## config.mk

```make
export PLATFORM = sky130hd
export DESIGN_NAME = usb_interrupt_flag_logic
export DESIGN_NICKNAME = d
export VERILOG_FILES = /design/src/hdl/usb_irq_pkg.sv /design/src/hdl/line_timer.sv /design/src/hdl/status_fifo.sv /design/src/hdl/usb_interrupt_flag_logic.sv
export SDC_FILE = /design/constraint.sdc
export NUM_CORES = 1
export LEC_CHECK = 0
export ABC_CLOCK_PERIOD_IN_PS = 3100
export BUFFER_PORTS_ARGS = -buffer_cell sky130_fd_sc_hd__buf_4
export CAP_MARGIN = 20
export CELL_PAD_IN_SITES_DETAIL_PLACEMENT = 1
export CELL_PAD_IN_SITES_GLOBAL_PLACEMENT = 1
export CORE_UTILIZATION = 40
export CTS_CLUSTER_DIAMETER = 60
export CTS_CLUSTER_SIZE = 14
export DETAILED_ROUTE_END_ITERATION = 16
export PLACE_DENSITY_LB_ADDON = 0.1
export SYNTH_ARGS = -nofsm -noshare
export SYNTH_HDL_FRONTEND = slang
export SYNTH_SLANG_ARGS = --single-unit
```

## constraint.sdc

```tcl
create_clock -name clk_i -period 3.1 [get_ports clk_i]
set_clock_uncertainty 0.2 [all_clocks]
set_input_delay 0.62 -clock clk_i [delete_from_list [all_inputs] [get_ports clk_i]]
set_output_delay 0.62 -clock clk_i [all_outputs]
set_load 0.05 [all_outputs]
```

## src/hdl/usb_irq_pkg.sv

```systemverilog
// constants shared by the usb interrupt flag logic
package usb_irq_pkg;
	// register byte addresses on the wishbone bus
	localparam logic [5:0] host_flags_addr = 6'h00;
	localparam logic [5:0] event_enables_addr = 6'h04;
	localparam logic [5:0] error_flags_addr = 6'h08;
	localparam logic [5:0] error_enables_addr = 6'h0c;
	localparam logic [5:0] stat_queue_addr = 6'h10;
	// main flag bit positions
	localparam int stall_bit = 7;
	localparam int attach_bit = 6;
	localparam int resume_bit = 5;
	localparam int idle_bit = 4;
	localparam int token_bit = 3;
	localparam int sof_bit = 2;
	localparam int err_sum_bit = 1;
	localparam int detach_bit = 0;
	// error flag bit positions
	localparam int stuff_bit = 7;
	localparam int overrun_bit = 5;
	localparam int turnaround_bit = 4;
	localparam int bytemul_bit = 3;
	localparam int crc16_bit = 2;
	localparam int crc5_eof_bit = 1;
	localparam int pid_bit = 0;
	// implemented bits and reset values
	localparam logic [7:0] main_impl_mask = 8'hff;
	localparam logic [7:0] err_impl_mask = 8'hbf;
	localparam logic [7:0] device_enable_mask = 8'hbe;
	localparam logic [7:0] flags_reset = 8'h00;
	localparam logic [7:0] enables_reset = 8'h00;
	// device mode: attach enable inactive, bit 0 kept as bus reset enable
	localparam logic [7:0] device_gate_mask = 8'hbf;
	// timing
	localparam int clk_mhz = 200;
	localparam int k_state_ns = 2500;
	localparam int attach_quiet_ns = 2500;
	localparam int idle_ms = 3;
	localparam int k_state_cycles = (k_state_ns * clk_mhz + 999) / 1000;
	localparam int attach_cycles = (attach_quiet_ns * clk_mhz + 999) / 1000;
	localparam int idle_cycles = idle_ms * 1000 * clk_mhz;
endpackage

```

## src/hdl/line_timer.sv

```systemverilog
// counts how long a line condition has stood and pulses once when it reaches the limit
`timescale 1ns/1ps
module line_timer #(
	parameter int limit = 500,
	parameter int width = 24
) (
	input wire logic clk_i, // system clock
	input wire logic rst_i, // synchronous reset
	input wire logic cond_i, // condition being timed
	output logic hit_o // one pulse when limit reached
);
	logic [width-1:0] cnt_r;
	// count while condition holds, pulse exactly at the limit
	always_ff @(posedge clk_i) begin
		if (rst_i || !cond_i) begin
			cnt_r <= '0;
			hit_o <= 1'b0;
		end else begin
			hit_o <= (cnt_r == width'(limit - 1));
			if (cnt_r != width'(limit))
				cnt_r <= cnt_r + 1'b1;
		end
	end
endmodule

```

## src/hdl/status_fifo.sv

```systemverilog
// small transaction status queue, advanced by clearing token done
`timescale 1ns/1ps
module status_fifo #(
	parameter int width = 8,
	parameter int depth = 4
) (
	input wire logic clk_i, // system clock
	input wire logic rst_i, // synchronous reset
	input wire logic push_i, // new token status
	input wire logic [width-1:0] data_i, // status word
	input wire logic pop_i, // advance to next entry
	output logic [width-1:0] head_o, // registered head entry
	output logic empty_o, // no entry queued
	output logic full_o // queue full, push dropped
);
	localparam int aw = $clog2(depth);
	logic [width-1:0] mem_r [depth];
	logic [aw-1:0] wp_r;
	logic [aw-1:0] rp_r;
	logic [aw:0] cnt_r;
	logic do_push;
	logic do_pop;
	assign empty_o = (cnt_r == '0);
	assign full_o = (cnt_r == (aw+1)'(depth));
	assign do_push = push_i && !full_o;
	assign do_pop = pop_i && !empty_o;
	// storage and pointers
	always_ff @(posedge clk_i) begin
		if (rst_i) begin
			wp_r <= '0;
			rp_r <= '0;
			cnt_r <= '0;
		end else begin
			if (do_push) begin
				mem_r[wp_r] <= data_i;
				wp_r <= wp_r + 1'b1;
			end
			if (do_pop)
				rp_r <= rp_r + 1'b1;
			cnt_r <= cnt_r + (aw+1)'(do_push) - (aw+1)'(do_pop);
		end
	end
	// head word comes out of a register
	always_ff @(posedge clk_i) begin
		if (rst_i)
			head_o <= '0;
		else if (do_pop)
			head_o <= (cnt_r > (aw+1)'(1)) ? mem_r[rp_r + 1'b1] : '0;
		else if (cnt_r == '0 && do_push)
			head_o <= data_i;
		else if (!empty_o)
			head_o <= mem_r[rp_r];
	end
endmodule

```

## src/hdl/usb_interrupt_flag_logic.sv

```systemverilog
// usb interrupt status, enable and error flag registers with wishbone access
// Functional notes
// - flags clear only on a written one; whole-word writes clear every set one except the read-only error summary
// - upper byte of all four registers reads zero
// - all flags and enables are zero after reset; flags are hardware set
// - stall flag sets when a stall handshake is sent
// - host attach flag sets after 2.5 us non-SE0 with no bus activity
// - resume flag sets after k-state held 2.5 us; k depends on speed
// - idle flag sets after 3 ms constant idle
// - token done flag sets when token processing completes; status queued
// - clearing token done advances the transaction status queue
// - frame start flag sets on sof token or host sof threshold
// - error summary sets only from an enabled error flag
// - host detach flag sets on detach, re-arms only after bus reset clears
// - enables gate matching flags; bit 0 is bus reset or detach by mode (flag bit 0 only sets on host-mode detach, never on bus reset)
// - in device mode attach and detach enables read zero
// - stuffing error flag sets on bit stuffing violation
// - overrun flag sets when bytes exceed descriptor count; data truncated
// - turnaround timeout flag sets on bus turnaround timeout
// - byte multiple error sets on non-integral data field
// - data crc error sets on failed 16-bit crc
// - device mode error bit 1 flags token crc5 rejection
// - host mode error bit 1 flags end-of-frame error
// - packet id error sets on failed pid check
// - error enables gate matching error flags; bit 1 by mode
//
// Design decisions made here: the Wishbone slave port and the register addresses.
`timescale 1ns/1ps
module usb_interrupt_flag_logic #(
	parameter int idle_limit = usb_irq_pkg::idle_cycles,
	parameter int fifo_depth = 4
) (
	input wire logic clk_i, // system clock
	input wire logic rst_i, // synchronous reset, active high
	input wire logic wb_cyc_i, // wishbone cycle
	input wire logic wb_stb_i, // wishbone strobe
	input wire logic wb_we_i, // wishbone write
	input wire logic [3:0] wb_sel_i, // wishbone byte selects
	input wire logic [5:0] wb_adr_i, // wishbone byte address
	input wire logic [31:0] wb_dat_i, // wishbone write data
	output logic [31:0] wb_dat_o, // wishbone read data
	output logic wb_ack_o, // wishbone acknowledge
	input wire logic host_mode_i, // 1 = host, 0 = device
	input wire logic low_speed_i, // 1 = low speed link
	input wire logic se0_i, // line is se0
	input wire logic diff_one_i, // line differential one
	input wire logic bus_active_i, // any bus activity
	input wire logic line_idle_i, // line in idle state
	input wire logic stall_sent_i, // stall handshake sent
	input wire logic token_done_i, // token processing complete
	input wire logic [7:0] token_stat_i, // endpoint info for token
	input wire logic sof_event_i, // sof received or threshold
	input wire logic detach_i, // peripheral detach seen
	input wire logic bus_reset_i, // bus reset state present
	input wire logic stuff_err_i, // bit stuff violation
	input wire logic overrun_err_i, // more bytes than byte count
	input wire logic turnaround_err_i, // turnaround timeout
	input wire logic bytemul_err_i, // non-integral data field
	input wire logic crc16_err_i, // data crc failed
	input wire logic crc5_err_i, // token crc5 failed (device)
	input wire logic eof_err_i, // end-of-frame error (host)
	input wire logic pid_err_i, // pid check failed
	output logic [7:0] stat_head_o, // head of transaction status queue
	output logic stat_valid_o, // queue holds an entry
	output logic truncate_o, // received data cut at byte count
	output logic irq_o // module interrupt request
);
	logic [7:0] host_flags_r;
	logic [7:0] event_enables_r;
	logic [7:0] error_flags_r;
	logic [7:0] error_enables_r;
	logic [7:0] main_set;
	logic [7:0] err_set;
	logic [7:0] main_clr;
	logic [7:0] err_clr;
	logic [7:0] en_view;
	logic detach_armed_r;
	logic k_state;
	logic resume_hit;
	logic attach_hit;
	logic idle_hit;
	logic stat_empty;
	logic wr_acc;
	logic low_lane;

	// one-pulse-per-interval line timers
	line_timer #(.limit(usb_irq_pkg::k_state_cycles), .width(24)) u_resume (
		.clk_i(clk_i),
		.rst_i(rst_i),
		.cond_i(k_state),
		.hit_o(resume_hit)
	);
	line_timer #(.limit(usb_irq_pkg::attach_cycles), .width(24)) u_attach (
		.clk_i(clk_i),
		.rst_i(rst_i),
		.cond_i(host_mode_i && !se0_i && !bus_active_i),
		.hit_o(attach_hit)
	);
	line_timer #(.limit(idle_limit), .width(24)) u_idle (
		.clk_i(clk_i),
		.rst_i(rst_i),
		.cond_i(line_idle_i),
		.hit_o(idle_hit)
	);

	// status queue for token endpoint information
	status_fifo #(.width(8), .depth(fifo_depth)) u_stat (
		.clk_i(clk_i),
		.rst_i(rst_i),
		.push_i(token_done_i),
		.data_i(token_stat_i),
		.pop_i(main_clr[usb_irq_pkg::token_bit] && host_flags_r[usb_irq_pkg::token_bit]),
		.head_o(stat_head_o),
		.empty_o(stat_empty),
		.full_o()
	);
	assign stat_valid_o = !stat_empty;
	assign truncate_o = overrun_err_i;

	// k-state polarity follows link speed
	assign k_state = low_speed_i ? diff_one_i : (!diff_one_i && !se0_i);

	// write decode: a write lands at the acknowledged edge, low byte lane selected
	assign wr_acc = wb_cyc_i && wb_stb_i && wb_we_i && wb_ack_o;
	assign low_lane = wb_sel_i[0];
	assign main_clr = (wr_acc && low_lane && wb_adr_i == usb_irq_pkg::host_flags_addr)
		? wb_dat_i[7:0] : 8'h00;
	assign err_clr = (wr_acc && low_lane && wb_adr_i == usb_irq_pkg::error_flags_addr)
		? wb_dat_i[7:0] : 8'h00;

	// hardware error events; bit 1 source chosen by mode
	always_comb begin
		err_set = 8'h00;
		err_set[usb_irq_pkg::stuff_bit] = stuff_err_i;
		err_set[usb_irq_pkg::overrun_bit] = overrun_err_i;
		err_set[usb_irq_pkg::turnaround_bit] = turnaround_err_i;
		err_set[usb_irq_pkg::bytemul_bit] = bytemul_err_i;
		err_set[usb_irq_pkg::crc16_bit] = crc16_err_i;
		err_set[usb_irq_pkg::crc5_eof_bit] = host_mode_i ? eof_err_i : crc5_err_i;
		err_set[usb_irq_pkg::pid_bit] = pid_err_i;
	end

	// error flags: set wins over a simultaneous clear
	always_ff @(posedge clk_i) begin
		if (rst_i)
			error_flags_r <= usb_irq_pkg::flags_reset;
		else
			error_flags_r <= ((error_flags_r & ~err_clr) | err_set) & usb_irq_pkg::err_impl_mask;
	end

	// main flag events
	always_comb begin
		main_set = 8'h00;
		main_set[usb_irq_pkg::stall_bit] = stall_sent_i;
		main_set[usb_irq_pkg::attach_bit] = attach_hit;
		main_set[usb_irq_pkg::resume_bit] = resume_hit;
		main_set[usb_irq_pkg::idle_bit] = idle_hit;
		main_set[usb_irq_pkg::token_bit] = token_done_i;
		main_set[usb_irq_pkg::sof_bit] = sof_event_i;
		main_set[usb_irq_pkg::err_sum_bit] = |(error_flags_r & error_enables_r);
		main_set[usb_irq_pkg::detach_bit] = host_mode_i && detach_i && detach_armed_r;
	end

	// detach re-arms only once the bus reset state has gone
	always_ff @(posedge clk_i) begin
		if (rst_i)
			detach_armed_r <= 1'b1;
		else if (main_set[usb_irq_pkg::detach_bit])
			detach_armed_r <= 1'b0;
		else if (!bus_reset_i)
			detach_armed_r <= 1'b1;
	end

	// main flags: summary bit is read-only and tracks enabled errors
	always_ff @(posedge clk_i) begin
		if (rst_i)
			host_flags_r <= usb_irq_pkg::flags_reset;
		else begin
			host_flags_r <= (host_flags_r & ~main_clr) | main_set;
			host_flags_r[usb_irq_pkg::err_sum_bit] <= main_set[usb_irq_pkg::err_sum_bit];
		end
	end

	// enable registers
	always_ff @(posedge clk_i) begin
		if (rst_i) begin
			event_enables_r <= usb_irq_pkg::enables_reset;
			error_enables_r <= usb_irq_pkg::enables_reset;
		end else if (wr_acc && low_lane) begin
			if (wb_adr_i == usb_irq_pkg::event_enables_addr)
				event_enables_r <= wb_dat_i[7:0];
			if (wb_adr_i == usb_irq_pkg::error_enables_addr)
				error_enables_r <= wb_dat_i[7:0] & usb_irq_pkg::err_impl_mask;
		end
	end

	// device mode hides the attach and detach enables
	assign en_view = host_mode_i ? event_enables_r : (event_enables_r & usb_irq_pkg::device_enable_mask);
	// bit 0 in device mode is the bus reset enable and stays usable
	logic [7:0] en_gate;
	assign en_gate = host_mode_i ? event_enables_r : (event_enables_r & usb_irq_pkg::device_gate_mask);

	// interrupt request from enabled main flags
	always_ff @(posedge clk_i) begin
		if (rst_i)
			irq_o <= 1'b0;
		else
			irq_o <= |(host_flags_r & en_gate);
	end

	// wishbone acknowledge and read data
	always_ff @(posedge clk_i) begin
		if (rst_i) begin
			wb_ack_o <= 1'b0;
			wb_dat_o <= 32'h0000_0000;
		end else begin
			wb_ack_o <= wb_cyc_i && wb_stb_i && !wb_ack_o;
			unique case (wb_adr_i)
				usb_irq_pkg::host_flags_addr: wb_dat_o <= {24'h000000, host_flags_r};
				usb_irq_pkg::event_enables_addr: wb_dat_o <= {24'h000000, en_view};
				usb_irq_pkg::error_flags_addr: wb_dat_o <= {24'h000000, error_flags_r};
				usb_irq_pkg::error_enables_addr: wb_dat_o <= {24'h000000, error_enables_r};
				usb_irq_pkg::stat_queue_addr: wb_dat_o <= {23'h0, stat_valid_o, stat_head_o};
				default: wb_dat_o <= 32'h0000_0000;
			endcase
		end
	end

	// checks
	property p_clear_one;
		@(posedge clk_i) disable iff (rst_i)
		(main_clr[usb_irq_pkg::stall_bit] && !stall_sent_i) |=> !host_flags_r[usb_irq_pkg::stall_bit];
	endproperty
	a_clear_one: assert property (p_clear_one) else $error("stall flag not cleared");
	property p_upper_zero;
		@(posedge clk_i) disable iff (rst_i) wb_ack_o |-> wb_dat_o[31:9] == 23'h0;
	endproperty
	a_upper_zero: assert property (p_upper_zero) else $error("upper bits not zero");
	property p_set_wins;
		@(posedge clk_i) disable iff (rst_i) err_set[usb_irq_pkg::pid_bit] |=> error_flags_r[usb_irq_pkg::pid_bit];
	endproperty
	a_set_wins: assert property (p_set_wins) else $error("pid flag lost");
	property p_stall;
		@(posedge clk_i) disable iff (rst_i) stall_sent_i |=> host_flags_r[usb_irq_pkg::stall_bit];
	endproperty
	a_stall: assert property (p_stall) else $error("stall flag missing");
	property p_summary;
		@(posedge clk_i) disable iff (rst_i)
		host_flags_r[usb_irq_pkg::err_sum_bit] |-> $past(|(error_flags_r & error_enables_r));
	endproperty
	a_summary: assert property (p_summary) else $error("summary without enabled error");
	property p_irq;
		@(posedge clk_i) disable iff (rst_i) |(host_flags_r & en_gate) |=> irq_o;
	endproperty
	a_irq: assert property (p_irq) else $error("irq missing");
	property p_dev_mask;
		@(posedge clk_i) disable iff (rst_i) (!host_mode_i) |-> en_view[usb_irq_pkg::attach_bit] == 1'b0;
	endproperty
	a_dev_mask: assert property (p_dev_mask) else $error("attach enable visible");
	property p_eof;
		@(posedge clk_i) disable iff (rst_i)
		(host_mode_i && eof_err_i) |=> error_flags_r[usb_irq_pkg::crc5_eof_bit];
	endproperty
	a_eof: assert property (p_eof) else $error("eof flag missing");
	property p_ack_one;
		@(posedge clk_i) disable iff (rst_i) wb_ack_o |=> !wb_ack_o;
	endproperty
	a_ack_one: assert property (p_ack_one) else $error("ack held");
	// clearing and reset
	property p_clear_err;
		@(posedge clk_i) disable iff (rst_i)
		(err_clr[usb_irq_pkg::stuff_bit] && !stuff_err_i) |=> !error_flags_r[usb_irq_pkg::stuff_bit];
	endproperty
	a_clear_err: assert property (p_clear_err) else $error("stuffing flag not cleared");
	property p_reset_vals;
		@(posedge clk_i) rst_i |=> (host_flags_r | error_flags_r | event_enables_r | error_enables_r) == 8'h00 && !irq_o;
	endproperty
	a_reset_vals: assert property (p_reset_vals) else $error("register not zero after reset");
	// main events land in their flags one cycle later; also attach host-only, summary clear, detach block and irq gating
	property p_attach;
		@(posedge clk_i) disable iff (rst_i) attach_hit |=> host_flags_r[usb_irq_pkg::attach_bit];
	endproperty
	a_attach: assert property (p_attach) else $error("attach flag missing");
	property p_attach_host;
		@(posedge clk_i) disable iff (rst_i) attach_hit |-> $past(host_mode_i);
	endproperty
	a_attach_host: assert property (p_attach_host) else $error("attach seen outside host mode");
	property p_resume;
		@(posedge clk_i) disable iff (rst_i) resume_hit |=> host_flags_r[usb_irq_pkg::resume_bit];
	endproperty
	a_resume: assert property (p_resume) else $error("resume flag missing");
	property p_idle;
		@(posedge clk_i) disable iff (rst_i) idle_hit |=> host_flags_r[usb_irq_pkg::idle_bit];
	endproperty
	a_idle: assert property (p_idle) else $error("idle flag missing");
	property p_token;
		@(posedge clk_i) disable iff (rst_i) token_done_i |=> host_flags_r[usb_irq_pkg::token_bit];
	endproperty
	a_token: assert property (p_token) else $error("token done flag missing");
	property p_sof;
		@(posedge clk_i) disable iff (rst_i) sof_event_i |=> host_flags_r[usb_irq_pkg::sof_bit];
	endproperty
	a_sof: assert property (p_sof) else $error("frame start flag missing");
	property p_sum_set;
		@(posedge clk_i) disable iff (rst_i) |(error_flags_r & error_enables_r) |=> host_flags_r[usb_irq_pkg::err_sum_bit];
	endproperty
	a_sum_set: assert property (p_sum_set) else $error("summary missing");
	property p_no_sum;
		@(posedge clk_i) disable iff (rst_i) !(|(error_flags_r & error_enables_r)) |=> !host_flags_r[usb_irq_pkg::err_sum_bit];
	endproperty
	a_no_sum: assert property (p_no_sum) else $error("summary without cause");
	property p_detach_block;
		@(posedge clk_i) disable iff (rst_i)
		(bus_reset_i && !detach_armed_r && !host_flags_r[usb_irq_pkg::detach_bit]) |=> !host_flags_r[usb_irq_pkg::detach_bit];
	endproperty
	a_detach_block: assert property (p_detach_block) else $error("detach reasserted in bus reset");
	property p_gate_off;
		@(posedge clk_i) disable iff (rst_i) !(|(host_flags_r & en_gate)) |=> !irq_o;
	endproperty
	a_gate_off: assert property (p_gate_off) else $error("irq without enabled flag");
	// each error event lands in its flag one cycle later
	property p_stuff;
		@(posedge clk_i) disable iff (rst_i) stuff_err_i |=> error_flags_r[usb_irq_pkg::stuff_bit];
	endproperty
	a_stuff: assert property (p_stuff) else $error("stuffing flag missing");
	property p_overrun;
		@(posedge clk_i) disable iff (rst_i) overrun_err_i |=> error_flags_r[usb_irq_pkg::overrun_bit];
	endproperty
	a_overrun: assert property (p_overrun) else $error("overrun flag missing");
	property p_turnaround;
		@(posedge clk_i) disable iff (rst_i) turnaround_err_i |=> error_flags_r[usb_irq_pkg::turnaround_bit];
	endproperty
	a_turnaround: assert property (p_turnaround) else $error("turnaround flag missing");
	property p_bytemul;
		@(posedge clk_i) disable iff (rst_i) bytemul_err_i |=> error_flags_r[usb_irq_pkg::bytemul_bit];
	endproperty
	a_bytemul: assert property (p_bytemul) else $error("byte multiple flag missing");
	property p_crc16;
		@(posedge clk_i) disable iff (rst_i) crc16_err_i |=> error_flags_r[usb_irq_pkg::crc16_bit];
	endproperty
	a_crc16: assert property (p_crc16) else $error("data crc flag missing");
	property p_crc5;
		@(posedge clk_i) disable iff (rst_i) (!host_mode_i && crc5_err_i) |=> error_flags_r[usb_irq_pkg::crc5_eof_bit];
	endproperty
	a_crc5: assert property (p_crc5) else $error("token crc flag missing");
	c_token: cover property (@(posedge clk_i) disable iff (rst_i) token_done_i ##[1:20] main_clr[usb_irq_pkg::token_bit]);
	c_resume: cover property (@(posedge clk_i) disable iff (rst_i) resume_hit);
	c_irq: cover property (@(posedge clk_i) disable iff (rst_i) $rose(irq_o));
	c_detach_blocked: cover property (@(posedge clk_i) disable iff (rst_i) bus_reset_i && detach_i && !detach_armed_r);
	c_summary: cover property (@(posedge clk_i) disable iff (rst_i) $rose(host_flags_r[usb_irq_pkg::err_sum_bit]));
endmodule

```

==> summary.md, run 1 <==
| Metric | Value |
|---|---|
| Largest net degree at the start of global routing | 52 |
| Detailed Route WL | 19,500 µm |
| DRT iter0 DRCs | 282 |
| CTS root buf | clkbuf_16 |
| Leak pwr | 0.00308 µW |
| Drc violations | 0 |
| Routed WL per cell | 17.9 µm |
| CP max FO | 2 |
| Hold_buf cts | 0 |
| Number of diodes | 0 |
| PD cells | 580 mW/mm² |
| Cells on worst reg2reg path | 8 |
| Worst-Margin Slew | 732 ps |
| Hold Path Depth | 3 |
| CTS Buf Count | 17 |
| Die area | 0.0196 mm² |
| Vias/cell | 5.49 |
| Core ar. | 0.0187 mm² |
| Die extent in x | 140 µm |
| Slew HR | 51.1% |
| Post_cts resized | 0 |
| Sequential area share after synthesis | 47.8% |
| Max Cap Viol | 0 |
| Antenna-violating nets left | 0 |
| Netlist cell types | 51 |
| WS Path Type | input pin to flop |
| Final period util | 89.5% |
| Post-synth ARST share | 0% |
| EDFF count, synth | 32 |
| Netlist Area Pre-Place | 0.00762 mm² |
| Pre-CTS setup slack | -113 ps |
| NumNets Final | 932 |
| Area grow syn2layout | 17.2% |
| Clock sinks | 166 |
| Dpl cell area | 0.00831 mm² |
| Slew Viols, Final | 0 |
| Design area | 0.00893 mm² |
| Initial antenna violation count | 1 |
| PortBufs | 67 |
| Maximum vdd drop | 0.000419 V |
| CP Capture Type | flop |
| Ys flop type | dfxtp_1 |
| CTS tree | done |
| Setup Fix Bufs, Post-CTS | 0 |
| Worst EP required | 3200 ps |
| Setup violators final | 0 |
| RSZ-0062 raised after global routing | false |
| Hold WC Path Type | input pin to flop |
| First-pass GRT wire length | 32,400 µm |
| Worst endpoint data arrival time | 2870 ps |
| Layout cell share with drive strength beyond 1 | 18.6% |
| Grt ovf | 0 |
| Clock-pin slew of the registers on the worst-case setup and hold paths | 60 ps |
| Vias in the first global route | 6,372 |
| Ys Warns | 0 |
| Row cnt | 50 |
| Status | completed |
| Final Hold Viols | 0 |
| GP Congestion | 0.814 |
| Register bit total from synthesis | 166 |
| Syn avg cell area | 9.86 µm² |
| Initial core utilization | 40.7% |
| HPWL Detailed | 13,900 µm |
| H-tree Lvls | 4 |
| First-pass iteration count of the detailed router | 4 |
| IO Pins | 118 |
| Setup crit start kind | input pin |
| Worst setup margin | 326 ps |
| Maximum clock rate | 360 MHz |
| GR Util All Layers | 20.9% |
| Insertion delay to the later sink of the worst-skew pair | 430 ps |
| Vias | 5,987 |
| Post-route minimum period | 2770 ps |
| Synthesized instance count | 773 |
| Clock buffer depth | 2 |
| Overall Power | 5180 µW |
| Die Ht | 140 µm |
-- per-stage QoR --
stage               hold WS (ps)  TNS (ps)  std cells  util (%)
finish                       192         0       1091      47.7
global placement             226     -84.6       1059      44.4
global route                 190         0       1091      47.7
floorplan                    213         0        795         -
CTS                          181         0       1091      47.7
detailed placement           235      -170       1059      44.4
-- cells in the mapped netlist, types with 8 or more instances --
master / n / share of area [%]
buf_4: 24 / 2.4
nor4_1: 17 / 1.4
o21ai_0: 15 / 0.99
or3_1: 17 / 1.4
dfxtp_1: 134 / 35
nor3_1: 21 / 1.4
nand4_1: 21 / 1.7
and2_1: 9 / 0.74
nand3_1: 31 / 2.0
mux2_2: 8 / 1.2
a22oi_1: 14 / 1.4
a222oi_1: 9 / 1.2
xnor2_1: 32 / 3.7
clkbuf_1: 19 / 0.94
nor2_1: 99 / 4.9
mux2i_1: 19 / 2.5
nand2_1: 51 / 2.5
inv_1: 25 / 1.2
a21oi_1: 49 / 3.2
edfxtp_1: 32 / 13
and3_1: 11 / 0.90
ha_1: 13 / 2.1
xor2_1: 22 / 2.5
and4_1: 8 / 0.92
mux4_2: 16 / 4.7
-- cells in the final DEF (no fill, tap or decap), drive strengths merged, types with 2 or more instances in the layout --
cell,Yosys,final
a211oi,4,4
a21oi,49,49
a222oi,9,9
a22oi,14,14
a31oi,2,2
and2,9,9
and3,11,11
and3b,2,2
and4,8,8
buf,34,83
bufinv,0,2
clkbuf,19,21
clkinv,0,9
conb,1,23
dfxtp,134,134
edfxtp,32,32
ha,13,13
inv,25,25
mux2,8,8
mux2i,19,19
mux4,16,16
nand2,51,51
nand2b,7,7
nand3,31,31
nand4,21,21
nor2,99,99
nor2b,4,4
nor3,22,22
nor3b,5,5
nor4,20,20
o21ai,15,15
or2,3,3
or3,17,17
or4,4,4
or4b,3,3
xnor2,32,32
xor2,22,22
-- cell families (layout without fill, tap and decap cells) --
group                    count (synthesis)  after routing  share of synthesized area (%)
AO/OA/AOI/OAI                           98             98                           8.18
XOR/XNOR                                54             54                           6.21
adder cells (fa/ha/maj)                 14             14                           2.40
buffers and inverters                   78            140                           5.29
flip-flops                             166            166                           47.8
multiplexers                            43             43                           8.41
other                                    1             23                         0.0492
AND/OR/NAND/NOR                        319            319                           21.7
-- worst paths after layout --
| kind | slack, ps | startpoint | end |
|---|---|---|---|
| setup / recovery | 330 | wb_adr_i[3] | u_stat.cnt_r[1]$_SDFF_PP0_ |
| hold / removal | 190 | stall_sent_i | host_flags_r[7]$_SDFF_PP0_ |
| hold reg to reg | 240 | u_resume.hit_o$_SDFF_PP0_ | host_flags_r[5]$_SDFF_PP0_ |
| setup reg to reg | 560 | wb_ack_o$_SDFF_PP0_ | u_stat.cnt_r[1]$_SDFF_PP0_ |
-- per-layer routing --
metal,global-route usage [%],up-vias,wire length [µm],part of all wire [%]
met1,25.7,2983,8550,44
met4,8.10,0,239,1.2
met2,36.2,121,9850,51
met5,0,-,0,0
li1,-,2866,-,-
met3,4.03,17,864,4.4
-- critical path, cell delays in order --
cell,delay [ps]
buf_4,110
or4_4,530
or3_1,340
nor3_2,240
ha_1,270
inv_1,60
ha_1,150
fa_1,410
nor2b_1,140
-- state kept, by name (all words and copies together) (netlist names), 2 cells and up, named ones only --
register and count:
u_idle.cnt_r 24, wb_dat_o 9, u_stat.mem_r 32, u_stat.rp_r 2, u_resume.cnt_r 24, u_attach.cnt_r 24, host_flags_r 8, u_stat.cnt_r 3
u_stat.head_o 8, error_flags_r 7, event_enables_r 8, error_enables_r 7, u_stat.wp_r 2
-- where the power goes --
group | switching [µW] | leakage (µW) | total (µW) | internal [µW]
Sequential | 73.7 | 0.00138 | 2350 | 2280
Combinational | 419 | 0.00139 | 633 | 214
Clock | 892 | 0.000310 | 2200 | 1310
-- final cells by class --
type | count | area (µm²)
fillers | 2107 | 9780
inverters | 25 | 93.8
well taps | 234 | 293
clock inverters | 11 | 120
flip-flops and latches | 166 | 3640
clock buffers | 21 | 494
repair buffers | 83 | 623
multi-input cells | 551 | 3660
Power figures use the tool's default switching activity.
==> inputs of run 2 (changes only) <==
--- a/config.mk
+++ b/config.mk
@@ -14,7 +14,7 @@
 export CTS_CLUSTER_DIAMETER = 60
 export CTS_CLUSTER_SIZE = 14
 export DETAILED_ROUTE_END_ITERATION = 16
-export PLACE_DENSITY_LB_ADDON = 0.1
+export PLACE_DENSITY = 0.84
 export SYNTH_ARGS = -nofsm -noshare
 export SYNTH_HDL_FRONTEND = slang
 export SYNTH_SLANG_ARGS = --single-unit
==> summary.md, run 2 (same netlist as run 1, synthesis figures left out) <==
| Metric | Value |
|---|---|
| Max Cap Viol | 0 (unchanged) |
| Slew Viols, Final | 0 (unchanged) |
| PD cells | 569 mW/mm² (-2.0%) |
| Hold Path Depth | 3 (unchanged) |
| Insertion delay to the later sink of the worst-skew pair | 430 ps (about the same) |
| Non-Filler Instances | 1,091 (unchanged) |
| HPWL Detailed | 13,800 µm (-0.49%) |
| Die extent in x | 140 µm (unchanged) |
| Internal Pwr Total | 3670 µW (-3.3%) |
| Beginning of the critical path | wb_adr_i[3] |
| Layout Utilization | 47.5% (-0.26 points) |
| R2R Path End | u_stat.cnt_r[2]$_SDFF_PP0_ |
| Psw | 1380 µW (-0.36%) |
| GR Util All Layers | 20.5% (-0.44 points) |
| Grt ovf | 0 (unchanged) |
| Initial antenna violation count | 0 (-1) |
| Clock-pin slew of the registers on the worst-case setup and hold paths | 60 ps (about the same) |
| Setup crit start kind | input pin |
| CP max FO | 2 (unchanged) |
| Worst endpoint data arrival time | 2900 ps (+30 ps) |
| Worst EP required | 3200 ps (about the same) |
| Maximum vdd drop | 0.000338 V (-19%) |
| Cells on worst reg2reg path | 9 (+1) |
| Maximum clock rate | 357 MHz (-1.0%) |
| Largest net degree at the start of global routing | 51 (-1.9%) |
| Sw Ratio | 27.3% (+0.58 points) |
| Comb pwr share | 12.7% (+0.5 points) |
| Post-route minimum period | 2800 ps (+29.3 ps) |
| Worst-Margin Slew | 678 ps (-53.7 ps) |
| Setup violators final | 0 (unchanged) |
| Initial core utilization | 40.7% (unchanged) |
| Hold_buf cts | 0 (unchanged) |
| Detailed Route WL | 19,400 µm (-0.75%) |
| Min-delay src | turnaround_err_i |
| Clock sinks | 166 (unchanged) |
| First-pass iteration count of the detailed router | 7 (+3) |
| NumNets Final | 932 (unchanged) |
| First-pass GRT wire length | 31,400 µm (-3.1%) |
| Clock Power Share | 40.7% (-1.7 points) |
| Slew HR | 54.7% (+3.6 points) |
| Antenna-violating nets left | 0 (unchanged) |
| Clock buffer depth | 2 (unchanged) |
| Vias/cell | 5.58 (+1.7%) |
| H-tree Lvls | 4 (unchanged) |
| Setup Fix Bufs, Post-CTS | 0 (unchanged) |
| CTS tree | done |
| Core ar. | 0.0187 mm² (unchanged) |
| Final period util | 90.4% (+0.95 points) |
| Vias in the first global route | 6,113 (-4.1%) |
| PortBufs | 67 (unchanged) |
| CP Capture Type | flop |
| CTS root buf | clkbuf_16 |
| Sequential share of power | 46.6% (+1.2 points) |
| Status | completed |
| Most flops, register | u_stat.mem_r |
| IO Pins | 118 (unchanged) |
| Die Ht | 140 µm (unchanged) |
| Pre-CTS setup slack | -133 ps (-19.4 ps) |
| Hold WC Path Type | input pin to flop |
| RSZ-0062 raised after global routing | false |
| CTS Buf Count | 17 (unchanged) |
| Post_cts resized | 0 (unchanged) |
| FF-to-FF Start | wb_ack_o$_SDFF_PP0_ |
| Leak pwr | 0.00304 µW (-1.3%) |
| Final Hold Viols | 0 (unchanged) |
| Die area | 0.0196 mm² (unchanged) |
| DRT iter0 DRCs | 447 (+59%) |
| Row cnt | 50 (unchanged) |
| Routed WL per cell | 17.7 µm (-0.75%) |
| Most frequent cells in the layout | dfxtp_1, nor2_1, buf_4 |
| Area grow syn2layout | 16.5% |
| R2R Setup Slk | 530 ps (-30 ps) |
| Layout cell share with drive strength beyond 1 | 18.0% (-0.58 points) |
| GP Congestion | 0.796 (-2.2%) |
| Largest register FFs | 32 (unchanged) |
| Number of diodes | 0 (unchanged) |
| WS Path Type | input pin to flop |
| Worst Hold Path EP | error_flags_r[4]$_SDFF_PP0_ |
| Drc violations | 0 (unchanged) |
| Worst setup margin | 297 ps (-29.3 ps) |
| Placed insts | 1,059 (unchanged) |
| Vias | 6,086 (+1.7%) |
| Commonest non-fill, non-tap cell in the layout | dfxtp_1 |
## run 2: cell types whose count changed in the layout (fill, tap and decap cells not counted), sizes merged
cell,previous run,this run
clkbuf,21,19
clkinvlp,0,2
clkinv,9,8
inv,25,26
## run 2: critical path, stage by stage
cell,delay (ps)
buf_4,110
or4_4,530
or3_1,350
nor3_2,240
ha_1,160
inv_1,40
ha_1,180
fa_1,410
xor2_1,210
nor2_1,50
## run 2: power groups by stage
stage	sequential [µW]	clock [µW]	combinational [µW]
2_1_floorplan	2450	0	380
3_3_place_gp	2390	0	610
3_5_place_dp	2400	0	643
4_1_cts	2350	2080	647
5_1_grt	2360	2180	689
6_report	2350	2060	642
## run 2: metrics by stage
stage	power, µW	TNS (ps)	area, µm²	hold WS [ps]
finish	5050	0	8880	200
global route	5230	0	8880	188
CTS	5080	0	8880	189
detailed placement	3040	-221	8310	246
global placement	3000	-91.0	8310	220
floorplan	2830	0	7710	213
## run 2: final cells by class
| cell class | instances | area, µm² |
|---|---|---|
| Clock buffer | 19 | 433 |
| Timing Repair Buffer | 83 | 623 |
| Multi-Input combinational cell | 551 | 3660 |
| Sequential cell | 166 | 3640 |
| Tap cell | 234 | 293 |
| Inverter | 25 | 93.8 |
| Clock inverter | 13 | 133 |
| Fill cell | 2077 | 9830 |
## run 2: how the worst max path moves through the flow
| stage | end | slack [ps] | cells after the start |
|---|---|---|---|
| 3_5_place_dp | u_stat.cnt_r[2]$_SDFF_PP0_ | -130 | 10 |
| 3_3_place_gp | u_stat.cnt_r[1]$_SDFF_PP0_ | -70 | 9 |
| 4_1_cts | u_stat.cnt_r[2]$_SDFF_PP0_ | 290 | 10 |
| 2_1_floorplan | u_stat.cnt_r[1]$_SDFF_PP0_ | 20 | 9 |
| 5_1_grt | u_stat.cnt_r[2]$_SDFF_PP0_ | 190 | 10 |
| 6_report | u_stat.cnt_r[2]$_SDFF_PP0_ | 300 | 10 |
## run 2: per-layer routing
layer | track usage [%] | share of wire (%) | vias to the layer above | wire (µm)
met5 | 0 | 0 | - | 0
met1 | 25.4 | 44 | 3032 | 8590
li1 | - | - | 2879 | -
met3 | 3.32 | 3.9 | 34 | 749
met4 | 9.31 | 2.6 | 0 | 501
met2 | 35.0 | 49 | 141 | 9520
==> inputs of run 3 (changes only) <==
==> constraint.sdc (replaced) <==
create_clock -name clk_i -period 3.1 [get_ports clk_i]
set_clock_uncertainty 0.2 [all_clocks]
set_input_delay 0.31 -clock clk_i [delete_from_list [all_inputs] [get_ports clk_i]]
set_output_delay 0.31 -clock clk_i [all_outputs]
set_load 0.05 [all_outputs]
==> summary.md, run 3 (same netlist as run 1, synthesis figures left out) <==
| Metric | Value |
|---|---|
| Status | completed |
| CTS tree | done |
| Post-route minimum period | 2740 ps (-66.6 ps) |
| Setup crit start kind | input pin |
| First-pass iteration count of the detailed router | 7 (unchanged) |
| Die extent in x | 140 µm (unchanged) |
| Worst-Margin Slew | 708 ps (+29.6 ps) |
| Die Ht | 140 µm (unchanged) |
| Clock sinks | 166 (unchanged) |
| Vias | 6,189 (+1.7%) |
| Psw | 1540 µW (+12%) |
| PD cells | 562 mW/mm² (-1.3%) |
| Top Usage Layer GRT | met2 |
| Dpl cell area | 0.00825 mm² (-0.77%) |
| Layout cell share with drive strength beyond 1 | 17.0% (-0.94 points) |
| Setup violators final | 0 (unchanged) |
| Commonest non-fill, non-tap cell in the layout | dfxtp_1 |
| CP Capture Type | flop |
| Sw Ratio | 29.9% (+2.6 points) |
| M3 GR Usage | 3.49% (+0.17 points) |
| Initial antenna violation count | 1 (+1) |
| First-pass GRT wire length | 33,100 µm (+5.4%) |
| Area grow syn2layout | 20.3% |
| Slew HR | 52.7% (-2.0 points) |
| CTS Buf Count | 17 (unchanged) |
| HPWL Detailed | 13,500 µm (-2.2%) |
| Clock buffer depth | 2 (unchanged) |
| Worst endpoint data arrival time | 2840 ps (-60 ps) |
| Comb pwr share | 13.1% (+0.4 points) |
| GP Congestion | 0.800 (+0.43%) |
| Vias/cell | 5.55 (-0.59%) |
| Clock-pin slew of the registers on the worst-case setup and hold paths | 80 ps (+20 ps) |
| CP max stage delay | 520 ps (about the same) |
| Most flops, register | u_stat.mem_r |
| Layout Utilization | 49.0% (+1.5 points) |
| Cells on worst reg2reg path | 8 (-1) |
| Antenna-violating nets left | 0 (unchanged) |
| Grt met2 use | 37.1% (+2.1 points) |
| GR Util All Layers | 21.5% (+1.0 points) |
| CP Cell Sequence | dlygate4sd3_1, buf_4, nand4_1, or2_2, nor3_2, ha_1, inv_1, ha_1, fa_1, nor2b_1 |
| Die area | 0.0196 mm² (unchanged) |
| Leak pwr | 0.00316 µW (+3.9%) |
| Max Cap Viol | 0 (unchanged) |
| Initial core utilization | 40.7% (unchanged) |
| PortBufs | 67 (unchanged) |
| Vias in the first global route | 6,389 (+4.5%) |
| Worst EP required | 3200 ps (about the same) |
| Clock Power Share | 41.2% (+0.5 points) |
| Most frequent cells in the layout | dfxtp_1, nor2_1, buf_4 |
| Slew Viols, Final | 0 (unchanged) |
| R2R Setup Slk | 440 ps (-90 ps) |
| Maximum clock rate | 365 MHz (+2.4%) |
| Largest net degree at the start of global routing | 42 (-18%) |
| Maximum vdd drop | 0.000365 V (+8.0%) |
| Setup Fix Bufs, Post-CTS | 0 (unchanged) |
| Met1 Use GR | 26.5% (+1.1 points) |
| Largest register FFs | 32 (unchanged) |
| Post_cts resized | 0 (unchanged) |
| Final Hold Viols | 0 (unchanged) |
| NumNets Final | 956 (+2.6%) |
| CTS root buf | clkbuf_16 |
| WHS | 19.4 ps (-181 ps) |
| TNS Setup | 0 ps (unchanged) |
| Hold Path Depth | 3 (unchanged) |
| Routed WL per cell | 18.1 µm (+1.8%) |
| CP dominant cell by count | ha_1 |
| CP max FO | 3 (+1) |
| Insertion delay to the later sink of the worst-skew pair | 440 ps (about the same) |
| Worst path slowest cell | dlygate4sd3_1 |
| Row cnt | 50 (unchanged) |
| DRT iter0 DRCs | 413 (-7.6%) |
| Hold WC Path Type | input pin to flop |
| Core ar. | 0.0187 mm² (unchanged) |
| WS Path Type | input pin to flop |
| Internal Pwr Total | 3610 µW (-1.7%) |
| Final period util | 88.3% (-2.1 points) |
| Hold_buf cts | 32 (+32) |
| Sequential share of power | 45.7% (-0.9 points) |
| IO Pins | 118 (unchanged) |
| Drc violations | 0 (unchanged) |
| RSZ-0062 raised after global routing | false |
| Design area | 0.00917 mm² (+3.2%) |
| Detailed Route WL | 20,200 µm (+4.1%) |
| Grt ovf | 0 (unchanged) |
| H-tree Lvls | 4 (unchanged) |
==> run 3: cell types whose count changed in the layout (fill, tap and decap cells not counted), moves of 3 or more <==
cell / change
buf_4: -8
inv_8: +9
dlygate4sd3_1: +32
clkinv_4: -3
clkinv_1: -3
inv_6: +3
==> run 3: worst max-delay path, delay by kind of cell <==
| family | cells | cell delay [ps] |
|---|---|---|
| and+or+nand+nor | 4 | 950 |
| adders and majority gates | 3 | 880 |
| buffers and inverters | 3 | 690 |
==> run 3: power groups by stage <==
stage | sequential (µW) | clock [µW] | combinational, µW
after floorplan | 2450 | 0 | 379
final | 2350 | 2120 | 675
after global placement | 2390 | 0 | 606
after detailed placement | 2400 | 0 | 632
after global routing | 2360 | 2240 | 723
after CTS | 2350 | 2160 | 672
==> run 3: area by class of cell <==
| class | count | area (µm²) |
|---|---|---|
| Clock buffer | 17 | 425 |
| Multi-Input combinational cell | 551 | 3660 |
| Clock inverter | 15 | 169 |
| Antenna cell | 1 | 2.50 |
| Sequential cell | 166 | 3640 |
| Tap cell | 234 | 293 |
| Fill cell | 2058 | 9540 |
| Timing Repair Buffer | 107 | 883 |
| Inverter | 25 | 93.8 |
==> run 3: through the flow <==
stage               power [µW]  worst slack [ps]  cells
finish                    5150               363   1116
global route              5330               253   1116
CTS                       5180               395   1115
detailed placement        3030              82.8   1051
global placement          3000               166   1051
floorplan                 2830               299    795
==> run 3: per-layer routing <==
| layer | vias up | part of all wire (%) |
|---|---|---|
| met5 | - | 0 |
| met4 | 0 | 3.1 |
| met3 | 40 | 4.7 |
| met2 | 186 | 49 |
| met1 | 3046 | 43 |
| li1 | 2917 | - |
==> run 3: path summary, 6_finish.rpt <==
path,start,end
setup / recovery,wb_stb_i,u_stat.cnt_r[1]$_SDFF_PP0_
hold / removal,host_mode_i,wb_dat_o[6]$_SDFF_PP0_
setup reg to reg,wb_ack_o$_SDFF_PP0_,u_stat.cnt_r[1]$_SDFF_PP0_
hold reg to reg,u_idle.hit_o$_SDFF_PP0_,host_flags_r[4]$_SDFF_PP0_
